<file path="src/hdl/vfm_defs.svh">
// constants for the rail fault and power-state manager
// assumes a 40 ns system clock and a 5 mV reference step
`ifndef VFM_DEFS_SVH
`define VFM_DEFS_SVH

// ****************************************
// clock and timing
// ****************************************
`define VFM_CLK_NS 40
`define VFM_EN_FILT_NS 250
`define VFM_OC_DELAY_US 256
`define VFM_PS_DELAY_TICKS 8
`define VFM_OL_TICKS 8
`define VFM_PWM_DIV 50

// ****************************************
// reference levels
// ****************************************
`define VFM_DAC_W 9
`define VFM_DAC_LSB_MV 5
`define VFM_FLOOR_MV 250
`define VFM_TEST_MV 1000
`define VFM_BOOT0_MV 900
`define VFM_BOOT1_MV 1500

// ****************************************
// state widths
// ****************************************
`define VFM_OC_CNT_W 13
`define VFM_DIV_W 16
`define VFM_SYNC_W 16

`endif

</file>
<file path="src/hdl/vfm_pkg.sv">
// types for the rail fault and power-state manager
// assumes vfm_defs.svh is on the include path
`include "vfm_defs.svh"

package vfm_pkg;

  // only two power states exist; deep sleep is not built
  typedef enum logic [1:0] {
    PS_FULL  = 2'b00,
    PS_LIGHT = 2'b01
  } vfm_pwr_t;

  typedef struct packed {
    logic [`VFM_SYNC_W-1:0] s1;
    logic [`VFM_SYNC_W-1:0] s2;
    logic [`VFM_DIV_W-1:0] div;
    logic tick;
    logic [2:0] en_cnt;
    logic en_f;
    logic [1:0] strap_cnt;
    logic test_mode;
    vfm_pwr_t ps;
    logic [3:0] ps_cnt;
    logic [1:0] ol_lat;
    logic [1:0] os_lat;
    logic [1:0] ov_lat;
    logic [1:0] oc_lat;
    logic [1:0] pre_done;
    logic [1:0][3:0] ea_cnt;
    logic [1:0][`VFM_OC_CNT_W-1:0] oc_cnt;
    logic [1:0][`VFM_DAC_W-1:0] dac;
    logic [1:0] rdy;
    logic [1:0] ovp;
    logic [1:0] ea_en;
  } vfm_state_t;

endpackage

</file>
<file path="src/hdl/vfm_top.sv">
// rail fault latches, enable filter, reference ramp and power state
// assumes comparator inputs are asynchronous, command inputs are on clk_i
`timescale 1ns/1ps
`include "vfm_defs.svh"

module vfm_top
  import vfm_pkg::*;
#(
  parameter int PWM_DIV = `VFM_PWM_DIV,
  parameter int OC_DELAY_CYC = `VFM_OC_DELAY_US * 1000 / `VFM_CLK_NS
) (
  input wire logic clk_i,
  input wire logic rst_n_i,
  input wire logic enable_i,
  input wire logic input_rail_monitor_i,
  input wire logic vcc_ok_i,
  input wire logic addr_strap_i,
  input wire logic [1:0] overvoltage_i,
  input wire logic [1:0] overcurrent_i,
  input wire logic [1:0] error_amp_output_high_i,
  input wire logic [1:0] sense_high_imp_i,
  input wire logic [1:0] sense_abnormal_i,
  input wire logic [1:0] output_undervoltage_fault_i,
  input wire logic [1:0] bus_fault_i,
  input wire logic light_load_cmd_i,
  output logic [1:0] regulator_ready_out_o,
  output logic [1:0] overvoltage_indicator_pin_o,
  output logic [1:0] error_amp_enable_o,
  output logic [1:0][`VFM_DAC_W-1:0] reference_dac_level_o,
  output logic single_phase_o,
  output logic light_load_state_o,
  output logic platform_test_o
);

  // ****************************************
  // derived constants
  // ****************************************
  localparam int EN_CYC = (`VFM_EN_FILT_NS + `VFM_CLK_NS - 1) / `VFM_CLK_NS;
  localparam int DW = `VFM_DAC_W;
  localparam logic [DW-1:0] FLOOR =
    DW'(`VFM_FLOOR_MV / `VFM_DAC_LSB_MV);
  localparam logic [DW-1:0] TEST_CODE =
    DW'(`VFM_TEST_MV / `VFM_DAC_LSB_MV);
  localparam logic [DW-1:0] BOOT0 = DW'(`VFM_BOOT0_MV / `VFM_DAC_LSB_MV);
  localparam logic [DW-1:0] BOOT1 = DW'(`VFM_BOOT1_MV / `VFM_DAC_LSB_MV);
  localparam logic [`VFM_DIV_W-1:0] DIV_TOP = `VFM_DIV_W'(PWM_DIV - 1);
  localparam logic [`VFM_OC_CNT_W-1:0] OC_TOP =
    `VFM_OC_CNT_W'(OC_DELAY_CYC - 1);
  localparam logic [2:0] EN_TOP = 3'(EN_CYC - 1);
  localparam logic [3:0] PS_TOP = 4'(`VFM_PS_DELAY_TICKS - 1);
  localparam logic [3:0] OL_TOP = 4'(`VFM_OL_TICKS - 1);

  if (PWM_DIV < 1 || PWM_DIV > 65536) begin : g_bad_div
    $error("PWM_DIV out of range");
  end
  if (OC_DELAY_CYC < 1 || OC_DELAY_CYC > 8192) begin : g_bad_oc
    $error("OC_DELAY_CYC out of range");
  end

  // ****************************************
  // synchroniser bit positions
  // ****************************************
  localparam int S_EN = 0;
  localparam int S_VIN = 1;
  localparam int S_VCC = 2;
  localparam int S_ADDR = 3;
  localparam int S_OV = 4;
  localparam int S_OC = 6;
  localparam int S_EAH = 8;
  localparam int S_HIZ = 10;
  localparam int S_ABN = 12;
  localparam int S_UV = 14;

  vfm_state_t q;
  vfm_state_t d;
  logic [`VFM_SYNC_W-1:0] raw;
  logic stop_all;
  logic [1:0] halt;
  logic en_rise;

  assign raw = {output_undervoltage_fault_i, sense_abnormal_i,
                sense_high_imp_i, error_amp_output_high_i, overcurrent_i,
                overvoltage_i, addr_strap_i, vcc_ok_i,
                input_rail_monitor_i, enable_i};

  // a fault on either rail other than overcurrent, undervoltage or bus
  // stops both rails
  assign stop_all = (|q.ol_lat) | (|q.os_lat) | (|q.ov_lat) | !q.en_f |
                    !(&q.pre_done) |
                    !q.s2[S_VIN] | !q.s2[S_VCC];
  assign halt = {2{stop_all}} | q.oc_lat;
  assign en_rise = !q.en_f & q.s2[S_EN] & (q.en_cnt == EN_TOP);

  // ****************************************
  // next state
  // ****************************************
  always_comb begin
    logic [DW-1:0] tgt;
    logic oc_trig;
    tgt = FLOOR;
    oc_trig = 1'b0;
    d = q;
    d.s1 = raw;
    d.s2 = q.s1;
    // switching-cycle enable
    d.tick = (q.div == DIV_TOP);
    d.div = d.tick ? '0 : q.div + 1'b1;
    // enable filter: a level must hold EN_CYC cycles to be taken
    if (q.s2[S_EN] == q.en_f) begin
      d.en_cnt = '0;
    end else if (q.en_cnt == EN_TOP) begin
      d.en_cnt = '0;
      d.en_f = q.s2[S_EN];
    end else begin
      d.en_cnt = q.en_cnt + 1'b1;
    end
    // strap caught once the synchroniser has filled
    if (q.strap_cnt != 2'h3) begin
      d.strap_cnt = q.strap_cnt + 1'b1;
      if (q.strap_cnt == 2'h2) begin
        d.test_mode = q.s2[S_ADDR];
      end
    end
    // power state; no deep state can be reached
    unique case (q.ps)
      PS_FULL: begin
        if (!light_load_cmd_i) begin
          d.ps_cnt = '0;
        end else if (q.tick) begin
          if (q.ps_cnt == PS_TOP) begin
            d.ps = PS_LIGHT;
            d.ps_cnt = '0;
          end else begin
            d.ps_cnt = q.ps_cnt + 1'b1;
          end
        end
      end
      PS_LIGHT: begin
        if (!light_load_cmd_i) begin
          d.ps = PS_FULL;
        end
      end
    endcase
    // per rail, identical logic except the boot target
    for (int r = 0; r < 2; r++) begin
      tgt = q.test_mode ? TEST_CODE : (r == 0 ? BOOT0 : BOOT1);
      // open loop counted in switching cycles
      if (!q.s2[S_EAH+r] || !q.ea_en[r]) begin
        d.ea_cnt[r] = '0;
      end else if (q.tick) begin
        if (q.ea_cnt[r] == OL_TOP) begin
          d.ol_lat[r] = 1'b1;
        end else begin
          d.ea_cnt[r] = q.ea_cnt[r] + 1'b1;
        end
      end
      // sense lines: checked at the first enable after reset only, rechecked on sense abnormal
      if (q.en_f) begin
        d.pre_done[r] = 1'b1;
      end
      if (q.s2[S_HIZ+r] &&
          ((q.en_f && !q.pre_done[r]) || q.s2[S_ABN+r])) begin
        d.os_lat[r] = 1'b1;
      end
      // overvoltage: set wins over the enable-cycle clear
      d.ov_lat[r] = q.s2[S_OV+r] | (q.ov_lat[r] & !en_rise);
      d.ovp[r] = q.ov_lat[r] & q.s2[S_OV+r];
      // overcurrent: delayed in soft start, immediate once ready
      if (!q.s2[S_OC+r] || q.oc_lat[r]) begin
        d.oc_cnt[r] = '0;
      end else if (q.rdy[r] || q.oc_cnt[r] == OC_TOP) begin
        oc_trig = 1'b1;
      end else begin
        d.oc_cnt[r] = q.oc_cnt[r] + 1'b1;
      end
      // released at the floor so soft start runs again
      d.oc_lat[r] = oc_trig |
                    (q.oc_lat[r] & (q.dac[r] != FLOOR));
      oc_trig = 1'b0;
      // amplifier off on any fault except undervoltage and bus
      d.ea_en[r] = !halt[r];
      // reference ramp; undervoltage does not touch it
      if (q.tick) begin
        if (halt[r]) begin
          if (q.dac[r] > FLOOR) begin
            d.dac[r] = q.dac[r] - 1'b1;
          end
        end else if (q.dac[r] < tgt) begin
          d.dac[r] = q.dac[r] + 1'b1;
        end else if (q.dac[r] > tgt) begin
          d.dac[r] = q.dac[r] - 1'b1;
        end
      end
      // bus faults never reach ready
      d.rdy[r] = !halt[r] & !q.s2[S_UV+r] & !q.oc_lat[r] &
                 (q.dac[r] == tgt);
    end
  end

  always_ff @(posedge clk_i or negedge rst_n_i) begin
    if (!rst_n_i) begin
      q <= '0;
      q.dac <= {2{FLOOR}};
    end else begin
      q <= d;
    end
  end

  // ****************************************
  // outputs
  // ****************************************
  assign regulator_ready_out_o = q.rdy;
  assign overvoltage_indicator_pin_o = q.ovp;
  assign error_amp_enable_o = q.ea_en;
  assign reference_dac_level_o = q.dac;
  assign single_phase_o = q.ps[0];
  assign light_load_state_o = q.ps[0];
  assign platform_test_o = q.test_mode;

  for (genvar r = 0; r < 2; r++) begin : g_chk

  end
endmodule

</file>
<file path="config.mk">
export PLATFORM = sky130hd
export DESIGN_NAME = vfm_top
export DESIGN_NICKNAME = d
export VERILOG_FILES = /design/src/hdl/vfm_pkg.sv /design/src/hdl/vfm_top.sv
export VERILOG_INCLUDE_DIRS = /design/src /design/src/hdl
export SDC_FILE = /design/constraint.sdc
export NUM_CORES = 1
export LEC_CHECK = 0
export ABC_AREA = 1
export BUFFER_PORTS_ARGS = -buffer_cell sky130_fd_sc_hd__buf_2
export CELL_PAD_IN_SITES_DETAIL_PLACEMENT = 1
export CELL_PAD_IN_SITES_GLOBAL_PLACEMENT = 1
export CORE_MARGIN = 2
export CORE_UTILIZATION = 51
export CTS_BUF_LIST = sky130_fd_sc_hd__clkbuf_2 sky130_fd_sc_hd__clkbuf_4 sky130_fd_sc_hd__clkbuf_8
export DETAILED_ROUTE_END_ITERATION = 7
export PLACE_DENSITY = 0.91
export SLEW_MARGIN = 40
export SYNTH_ARGS = -nofsm -noshare
export SYNTH_HDL_FRONTEND = slang
export SYNTH_SLANG_ARGS = --single-unit
</file>
<file path="constraint.sdc">
create_clock -name clk_i -period 5.7 [get_ports clk_i]
set_clock_uncertainty 0.05 [all_clocks]
set_input_delay 0.855 -clock clk_i [delete_from_list [all_inputs] [get_ports clk_i]]
set_output_delay 0.855 -clock clk_i [all_outputs]
set_load 0.01 [all_outputs]
</file>
==> results.toml, run 1 <==
[clocking]
root_buffer = "clkbuf_8"
insertion_delay_ns = 0.46
tritoncts = "built"
clock-sinks = 128
clockBufferDepth = 2
ctsHoldBuffers = 0
cts_resized = 0
post_cts_buffers = 0
cts_made_buffers = 17
path_clk_slew_ns = 0.08
h-tree-depth = 4

[logic_synthesis]
synth_top_area_cell = "dfrtp_1"
netlist.area_leader.share_pct = 45.1
synth_ff_type = "dfrtp_1"
synth_common_cells = "210 x nand2_1, 122 x dfrtp_1, 101 x inv_1, 74 x nor2_1, 69 x nand3_1"
syn_area_per_cell_um2 = 8.19
synth-edff-count = 0
ys_types = 34
syn_nets = 874
synth.most_common_cell = "nand2_1"
yosys_register_bits = 128
synthCells = 827
netlist_area_um2 = 6770
synthTopCellsByArea = "dfrtp_1 45%, nand2_1 12%, inv_1 5.6%"
synthArstFlopShare_pct = 100
seq_area_frac_synth_pct = 47.4
yosys_warnings = 0

[final_layout]
multiInputGateArea_um2 = 2940
area_delta_synth_final_pct = 9.68
final_cells = 1047
final_nets = 905
num_antenna_cells = 0
fill_cells = 1628
seq_area_um2 = 3210
drive_gt1_share_pct = 12.2

[critical_path]
crit_arrival_ns = 3.10
critPathMaxStageDelay_ns = 0.50
critical_path.slowest_cell = "dfrtp_1"
crit_path_start_kind = "flop"
critPathCaptureType = "flop"
cp_data_required_time_ns = 6.00
crit_path_max_fanout = 13
cp_cell_sequence = "inv_1 -> ha_1 -> nand2_1 -> nand2_1 -> nand2_1 -> nand2_1 -> a21oi_1 -> nor2_1 -> nor2_2 -> inv_1 -> nand2_1 -> nand2_1"
critical_path_buf_inv_count = 2
cpMostUsedCell = "nand2_1"
rrSetupSlack_ns = 2.90
worstRegToRegCells = 12
worst-setup-path-type = "flop to flop"
crit_family = "simple AND/OR/NAND/NOR gates"
r2r_end = "reference_dac_level_o[17]$_DFFE_PN0P_"
reg2reg_from = "platform_test_o$_DFFE_PN0P_"

[timing]
slew_headroom_pct = 56.5
fmax_mhz = 357
tightestPinTransition_ns = 0.652
drv_slew = 0
tns_ns = 0
timing.final.crit_share_pct = 49.1
worst_slack_ns = 2.90
hold_violations = 0
setup_violations = 0
rsz0062_at_grt = "false"
period_minus_slack_ns = 2.80

[power_and_ir_drop]
p_per_area_nw_per_um2 = 257
peakVddDrop_mv = 0.205
p_leak_nw = 3.65

[routing]
firstDrtPassIters = 4
ant_nets = 0
viasPerCell = 5.43
drt_wl_total_um = 18300
vias = 5684
drt_iter0_drc = 299
route.detailed.drc = 0
post_drt_wl_per_cell_um = 17.5

[placement]
dp_slack_ns = 2.96
dp_cells = 1015
port-buffer-count = 45
gp_routability_congestion = 0.846
dp_hpwl_um = 13200

[global_routing]
grt_pass1_wl_um = 31000
grtUsageMet2_pct = 48.5
antenna_found_initial = 0
grt_max_degree = 52
grt_use_met3_pct = 6.56
grt.total_usage_pct = 27.8
overflow = 0
grt.met1_usage_pct = 32.7
grt.busiest_layer = "met2"
grt_pass1_vias = 6352

[die]
start_util_pct = 51.7
die_area_um2 = 14200
row_count = 42
fp.dieH_um = 119
die_w_um = 119
ios = 48
core-area_um2 = 13100

[run]
maxCapViolCount = 0

[status]
status = "finished clean"

[worst_hold_path]
worstHoldPathType = "input port to async pin"
-- through the flow --
stage / total power, mW / utilization, % / cell area [µm²] / hold slack, ns
detailed placement: 1.09 / 53.5 / 7000 / 0.286
CTS: 1.93 / 56.7 / 7420 / 0.250
floorplan: 1.03 / - / 6770 / 0.281
finish: 1.91 / 56.8 / 7430 / 0.269
global placement: 1.07 / 53.5 / 7000 / 0.283
global route: 1.98 / 56.8 / 7430 / 0.270
-- cells by family (layout without fill, tap and decap cells) --
group,after synthesis,after routing,synth area share (%)
xor gates and xnor gates,37,37,4.90
adders and majority gates,26,26,4.80
AOI/OAI and AO/OA,81,81,6.54
DFF,128,128,47.4
buffers and inverters,138,182,9.18
and+or+nand+nor,417,417,27.2
-- cell usage in the layout, fill, tap and decap left out, types with 4 or more instances in the layout --
cell        instances
xnor2_1             4
nor2_4              5
nor4_1              5
nand2_1           210
clkinvlp_4          4
nand3b_1            5
nand3_1            69
o21ai_0            34
a21oi_1            34
dfrtp_1           122
o31ai_1             4
ha_1               26
nor3_1             18
nand4_1            18
nor2_2              5
inv_1             101
nor2_1             72
buf_2              44
nor3b_1             4
clkbuf_8           19
dfstp_2             6
xor2_1             32
-- report_power, final --
group	switching, mW	total (mW)	internal (mW)
Sequential	0.0272	0.967	0.940
Combinational	0.0713	0.104	0.0322
Clock	0.383	0.838	0.455
-- worst max path at each step --
stage	from	to	slack, ns	cells after the start
after floorplan	platform_test_o$_DFFE_PN0P_	reference_dac_level_o[7]$_DFFE_PN0P_	3.68	11
after global placement	platform_test_o$_DFFE_PN0P_	reference_dac_level_o[8]$_DFFE_PN0P_	2.91	10
after detailed placement	platform_test_o$_DFFE_PN0P_	reference_dac_level_o[17]$_DFFE_PN0P_	2.96	12
after CTS	platform_test_o$_DFFE_PN0P_	reference_dac_level_o[17]$_DFFE_PN0P_	2.90	12
after global routing	platform_test_o$_DFFE_PN0P_	reference_dac_level_o[17]$_DFFE_PN0P_	2.67	12
final	platform_test_o$_DFFE_PN0P_	reference_dac_level_o[17]$_DFFE_PN0P_	2.90	12
-- registers in the layout, summed over array words and instances, names as in the netlist --
| signal | count |
|---|---|
| regulator_ready_out_o | 2 |
| d | 16 |
| q | 86 |
| overvoltage_indicator_pin_o | 2 |
| error_amp_enable_o | 2 |
| reference_dac_level_o | 18 |
| light_load_state_o | 1 |
| platform_test_o | 1 |
-- area by class of cell --
cell class,instances,share of cell area (%)
sequential,128,43.2
multi-input combinational,561,39.6
inverter,103,5.21
clock buffer,19,3.52
timing repair buffer,47,3.27
tap,176,2.96
clock inverter,13,2.17
-- per-layer routing --
metal	part of all wire, %	routed length [µm]	up-vias
met4	3.0	544	0
li1	-	-	2683
met1	42	7660	2843
met3	3.0	557	45
met2	52	9590	113
met5	0	0	-
Power figures use the tool's default switching activity.
==> inputs of run 2 (changes only) <==
ABC_AREA = 0   (was 1)
CORE_UTILIZATION = 50   (was 51)
PLACE_DENSITY = 0.86   (was 0.91)
clock period = 2.6 ns   (was 5.7 ns; I/O delays follow)
==> results.toml, run 2 <==
[routing]
viasPerCell = 5.54
firstDrtPassIters = 4
post_drt_wl_per_cell_um = 18.6
route.detailed.drc = 0
drt_iter0_drc = 198
drt_wl_total_um = 14400
vias = 4271
ant_nets = 0

[final_layout]
mostFrequentLayoutCells = "122 x dfrtp_1, 65 x nor2_1, 44 x buf_2"
area_delta_synth_final_pct = 14.3
final_cells = 771
drive_gt1_share_pct = 18.4
stdcell_area_um2 = 6880
largest-register = "q"
final_nets = 658
largest_reg_flops = 86
num_antenna_cells = 0
final_common_cell = "dfrtp_1"
fill_cells = 1292

[logic_synthesis]
synth-simple-area-share_pct = 19.4
synthArstFlopShare_pct = 100
synth-edff-count = 0
synth-xor-area-share_pct = 8.59
synth_top_area_cell = "dfrtp_1"
yosys_register_bits = 128
synth_top_family_by_area = "simple AND/OR/NAND/NOR gates"
seq_area_frac_synth_pct = 53.4
synth_compound_area_share_pct = 5.76
yosys_warnings = 0
netlist_area_um2 = 6020
ys_types = 59
synthTopCellsByArea = "dfrtp_1 51%, ha_1 5.4%, xor2_1 4.5%"
netlist.area_leader.share_pct = 50.7
syn_nets = 600
synth.area.mux_share_pct = 2.37
synth.most_common_cell = "dfrtp_1"
synthCells = 553
synth_ff_type = "dfrtp_1"
synthAdderAreaFrac_pct = 5.41
syn_area_per_cell_um2 = 10.9
synth_common_cells = "122 x dfrtp_1, 65 x nor2_1, 34 x nand2_1, 31 x xor2_1, 28 x xnor2_1"

[timing]
fmax_mhz = 391
hold_violations = 0
setup_violations = 0
rsz0062_at_grt = "true"
period_minus_slack_ns = 2.56
drv_slew = 0
tightestPinTransition_ns = 0.603
slew_headroom_pct = 59.8
timing.final.crit_share_pct = 98.3
hold_slack_ns = 0.207

[global_routing]
grt_pass1_vias = 4797
grt_max_degree = 46
antenna_found_initial = 0
overflow = 0
grt_pass1_wl_um = 24200
grt.total_usage_pct = 24.3

[power_and_ir_drop]
p_per_area_nw_per_um2 = 564
switchingPower_uw = 983
combPwrFrac_pct = 4.8
p_int_mw = 2.89
seq_power_share_pct = 54.2
p_leak_nw = 3.22
peakVddDrop_mv = 0.419
clkPwrFrac_pct = 41.0
power.total_mw = 3.88
netSwitchingFraction_pct = 25.3

[critical_path]
crit_arrival_ns = 2.88
reg2reg_from = "platform_test_o$_DFFE_PN0P_"
crit_path_max_fanout = 11
r2r_end = "reference_dac_level_o[7]$_DFFE_PN0P_"
crit_path_start_kind = "flop"
cp_data_required_time_ns = 2.92
worst-setup-path-type = "flop to flop"
critPathCaptureType = "flop"
rrSetupSlack_ns = 0.04
worstRegToRegCells = 9

[worst_hold_path]
whs_path_depth = 2
worstHoldPathType = "input port to flop"
worstHoldStart = "light_load_cmd_i"
min_to = "light_load_state_o$_DFFE_PN0P_"

[die]
die_area_um2 = 12900
row_count = 40
core-area_um2 = 11900
start_util_pct = 50.7
die_w_um = 114
ios = 48
fp.dieH_um = 114

[clocking]
h-tree-depth = 4
path_clk_slew_ns = 0.08
tritoncts = "built"
insertion_delay_ns = 0.45
cts_made_buffers = 17
clock-sinks = 128
clockBufferDepth = 2
root_buffer = "clkbuf_8"

[placement]
dpl_cell_area_um2 = 6310
dp_cells = 721
dp_hpwl_um = 9410
gp_routability_congestion = 0.816
port-buffer-count = 45

[run]
maxCapViolCount = 0

[status]
status = "finished clean"
==> run 2: cell count changes after synthesis, moves of 6 or more <==
cell | before | now
a21oi_1 | 34 | 15
and3_1 | 0 | 9
inv_1 | 101 | 17
mux2i_1 | 0 | 12
nand2_1 | 210 | 34
nand2b_1 | 0 | 6
nand3_1 | 69 | 24
nor2_1 | 74 | 65
nor3_1 | 18 | 11
o21ai_0 | 34 | 19
or3_1 | 0 | 7
xnor2_1 | 4 | 28
==> run 2: worst max path at each step <==
stage	startpoint	end	slack, ns	depth (start not counted)
2_1_floorplan	q[67]$_DFFE_PN0P_	reference_dac_level_o[3]$_DFFE_PN0P_	0.30	7
3_3_place_gp	platform_test_o$_DFFE_PN0P_	reference_dac_level_o[14]$_DFFE_PN1P_	0.17	9
4_1_cts	platform_test_o$_DFFE_PN0P_	reference_dac_level_o[14]$_DFFE_PN1P_	0.03	9
6_report	platform_test_o$_DFFE_PN0P_	reference_dac_level_o[7]$_DFFE_PN0P_	0.04	9
3_5_place_dp	platform_test_o$_DFFE_PN0P_	reference_dac_level_o[14]$_DFFE_PN1P_	0.08	9
5_1_grt	platform_test_o$_DFFE_PN0P_	reference_dac_level_o[7]$_DFFE_PN0P_	-0.05	9
==> run 2: kinds of logic (layout without fill, tap and decap cells) <==
| logic type | Yosys count | in the layout |
|---|---|---|
| adder cells (fa/ha/maj) | 26 | 26 |
| XOR/XNOR | 59 | 59 |
| buffers and inverters | 54 | 125 |
| multiplexers | 14 | 14 |
| AO/OA/AOI/OAI | 56 | 56 |
| flip-flops | 128 | 128 |
| AND/OR/NAND/NOR | 216 | 216 |
==> run 2: metrics by stage <==
step / util, % / TNS (ns) / setup WS [ns]
after floorplan: - / 0 / 0.304
after global placement: 53.2 / 0 / 0.175
after detailed placement: 53.2 / 0 / 0.0792
after CTS: 57.7 / 0 / 0.0324
after global routing: 58.0 / -0.0501 / -0.0455
final: 58.0 / 0 / 0.0445
==> run 2: power by group through the flow <==
stage	sequential [mW]	clock [mW]	combinational (mW)
after floorplan	2.12	0	0.0800
after global placement	2.13	0	0.153
after detailed placement	2.14	0	0.165
after CTS	2.10	1.64	0.189
after global routing	2.11	1.72	0.212
final	2.10	1.59	0.186
==> run 2: layout make-up <==
class / instances / area [µm²] / share of cell area (%)
timing repair buffer: 76 / 528 / 7.68
tap: 147 / 184 / 2.67
inverter: 17 / 63.8 / 0.928
clock inverter: 11 / 82.6 / 1.20
multi-input combinational: 371 / 2520 / 36.6
sequential: 128 / 3210 / 46.7
clock buffer: 21 / 289 / 4.20
==> run 2: critical path: stages, from the launching register on <==
cell	delay [ns]
dfrtp_1	0.44
buf_4	0.16
ha_1	0.26
nand4b_1	0.19
a21oi_2	0.18
nor4_2	0.05
buf_4	0.20
or4b_2	0.63
a21oi_2	0.16
xor2_1	0.15
==> run 2: timing repair <==
item	CTS	global route
hold endpoints to repair	55	0
setup endpoints to repair	0	10
resized for setup	0	5
hold buffers	17	0
buffers inserted	0	1
==> run 2: routing by layer <==
metal	part of all wire, %	wire length, µm	GRT usage (%)
met5	0	0	0
met4	2.9	416	10.9
met3	3.1	452	6.38
met2	53	7550	43.0
met1	41	5960	27.6
==> inputs of run 3 (changes only) <==
BUFFER_PORTS_ARGS = not set   (was -buffer_cell sky130_fd_sc_hd__buf_2)
CAP_MARGIN = 20   (was not set)
CORE_UTILIZATION = 53   (was 50)
DONT_BUFFER_PORTS = 1   (was not set)
PLACE_DENSITY = 0.85   (was 0.86)
==> results.toml, run 3 (same netlist as run 2, synthesis figures left out) <==
[routing]
wl_met3_um = 836
drt-met1-wl_um = 6210
firstDrtPassIters = 5
viasPerCell = 5.95
route.detailed.drc = 0
vias = 4307
post_drt_wl_per_cell_um = 22.0
ant_nets = 0
highest_layer = "met4"
drt_iter0_drc = 317
wl_met2_um = 8400
drt_wl_total_um = 15900

[die]
start_util_pct = 55.0
row_count = 38
core-area_um2 = 10900
die_area_um2 = 12200
die_w_um = 111
fp.dieH_um = 111
ios = 48

[critical_path]
crit_path_start_kind = "flop"
cp_data_required_time_ns = 2.88
crit_path_max_fanout = 8
rrSetupSlack_ns = 0.02
reg2reg_from = "q[67]$_DFFE_PN0P_"
cpMostUsedCell = "buf_4"
r2r_end = "reference_dac_level_o[2]$_DFFE_PN0P_"
critical_path.slowest_cell = "or4_4"
worst-setup-path-type = "flop to flop"
crit_arrival_ns = 2.87
worstRegToRegCells = 8
cp_cell_sequence = "or4_4 -> or3_4 -> nor4_4 -> buf_4 -> buf_4 -> mux2i_1 -> nor2_1 -> xnor2_1"
critPathMaxStageDelay_ns = 0.60
critPathCaptureType = "flop"

[timing]
slew_headroom_pct = 59.7
drv_slew = 0
hold_slack_ns = -0.422
setup_violations = 0
tightestPinTransition_ns = 0.605
hold_violations = 128
fmax_mhz = 387
timing.final.crit_share_pct = 99.4
period_minus_slack_ns = 2.58

[clocking]
root_buffer = "clkbuf_8"
h-tree-depth = 4
ctsHoldBuffers = 16
cts_made_buffers = 17
clockBufferDepth = 2
tritoncts = "built"
insertion_delay_ns = 0.45
path_clk_slew_ns = 0.08
clock-sinks = 128

[power_and_ir_drop]
combPwrFrac_pct = 3.1
p_leak_nw = 3.04
clkPwrFrac_pct = 44.7
netSwitchingFraction_pct = 23.7
power.total_mw = 4.04
p_int_mw = 3.08
seq_power_share_pct = 52.2
peakVddDrop_mv = 0.520
switchingPower_uw = 958
p_per_area_nw_per_um2 = 602

[global_routing]
antenna_found_initial = 0
grt_pass1_wl_um = 25900
grt_pass1_vias = 4804
overflow = 0
grt_max_degree = 129
grt.total_usage_pct = 27.1

[placement]
port-buffer-count = 0
gp_routability_congestion = 0.841
dp_hpwl_um = 9800
dpl_cell_area_um2 = 6070
dp_cells = 673

[final_layout]
drive_gt1_share_pct = 13.4
area_delta_synth_final_pct = 11.6
num_antenna_cells = 0
stdcell_area_um2 = 6710
final_cells = 724
mostFrequentLayoutCells = "121 x dfrtp_1, 65 x nor2_1, 34 x nand2_1"
final_common_cell = "dfrtp_1"
largest_reg_flops = 86
final_core_util_pct = 61.4
final_nets = 618
largest-register = "q"

[status]
violations = "negative hold slack"
status = "finished, violations left"

[run]
maxCapViolCount = 0

[worst_hold_path]
worstHoldPathType = "input port to async pin"
run 3: how the worst max path moves through the flow:
| stage | cells past startpoint | end | startpoint |
|---|---|---|---|
| floorplan | 7 | reference_dac_level_o[3]$_DFFE_PN0P_ | q[67]$_DFFE_PN0P_ |
| global placement | 9 | reference_dac_level_o[7]$_DFFE_PN0P_ | platform_test_o$_DFFE_PN0P_ |
| finish | 8 | reference_dac_level_o[2]$_DFFE_PN0P_ | q[67]$_DFFE_PN0P_ |
| detailed placement | 7 | reference_dac_level_o[6]$_DFFE_PN0P_ | q[67]$_DFFE_PN0P_ |
| global route | 8 | reference_dac_level_o[4]$_DFFE_PN1P_ | q[67]$_DFFE_PN0P_ |
| CTS | 9 | reference_dac_level_o[7]$_DFFE_PN0P_ | platform_test_o$_DFFE_PN0P_ |
run 3: worst max-delay path, delay by kind of cell, from the launching register on:
family | cells | cell delay [ns]
and+or+nand+nor | 4 | 1.34
DFF | 1 | 0.39
buffers and inverters | 2 | 0.38
muxes | 1 | 0.18
xor gates and xnor gates | 1 | 0.13
run 3: per-stage QoR:
step / TNS (ns) / worst slack [ns] / hold WS (ns)
after floorplan: 0 / 0.304 / 0.0444
after global placement: 0 / 0.149 / 0.0473
after detailed placement: -0.00853 / -0.00853 / 0.0478
after CTS: 0 / 0.00782 / -0.441
after global routing: -0.0925 / -0.0382 / -0.457
final: 0 / 0.0150 / -0.422
run 3: final cells by class:
cell class	instances	area (µm²)
Timing Repair Buffer	36	310
Fill cell	1180	4220
Inverter	17	63.8
Clock buffer	18	248
Tap cell	140	175
Clock inverter	14	165
Multi-Input combinational cell	371	2540
Sequential cell	128	3210
run 3: timing repair:
item / 4_1_cts / 5_1_grt
resized for setup: 3 / 6
endpoints found under the hold margin: 144 / 128
endpoints found under the setup margin: 3 / 13
setup buffers: 0 / 3
pin swaps: 0 / 2
run 3: power groups by stage:
stage	clock (mW)	combinational (mW)	sequential, mW
floorplan	0	0.0800	2.12
global placement	0	0.0895	2.13
detailed placement	0	0.0996	2.14
CTS	1.82	0.124	2.11
global route	1.93	0.143	2.12
finish	1.81	0.126	2.11
run 3: layer usage:
metal  track usage [%]  up-vias
li1                  -     1908
met1              30.4     2239
met2              47.0      113
met3              8.45       47
met4              12.5        0
met5                 0        -
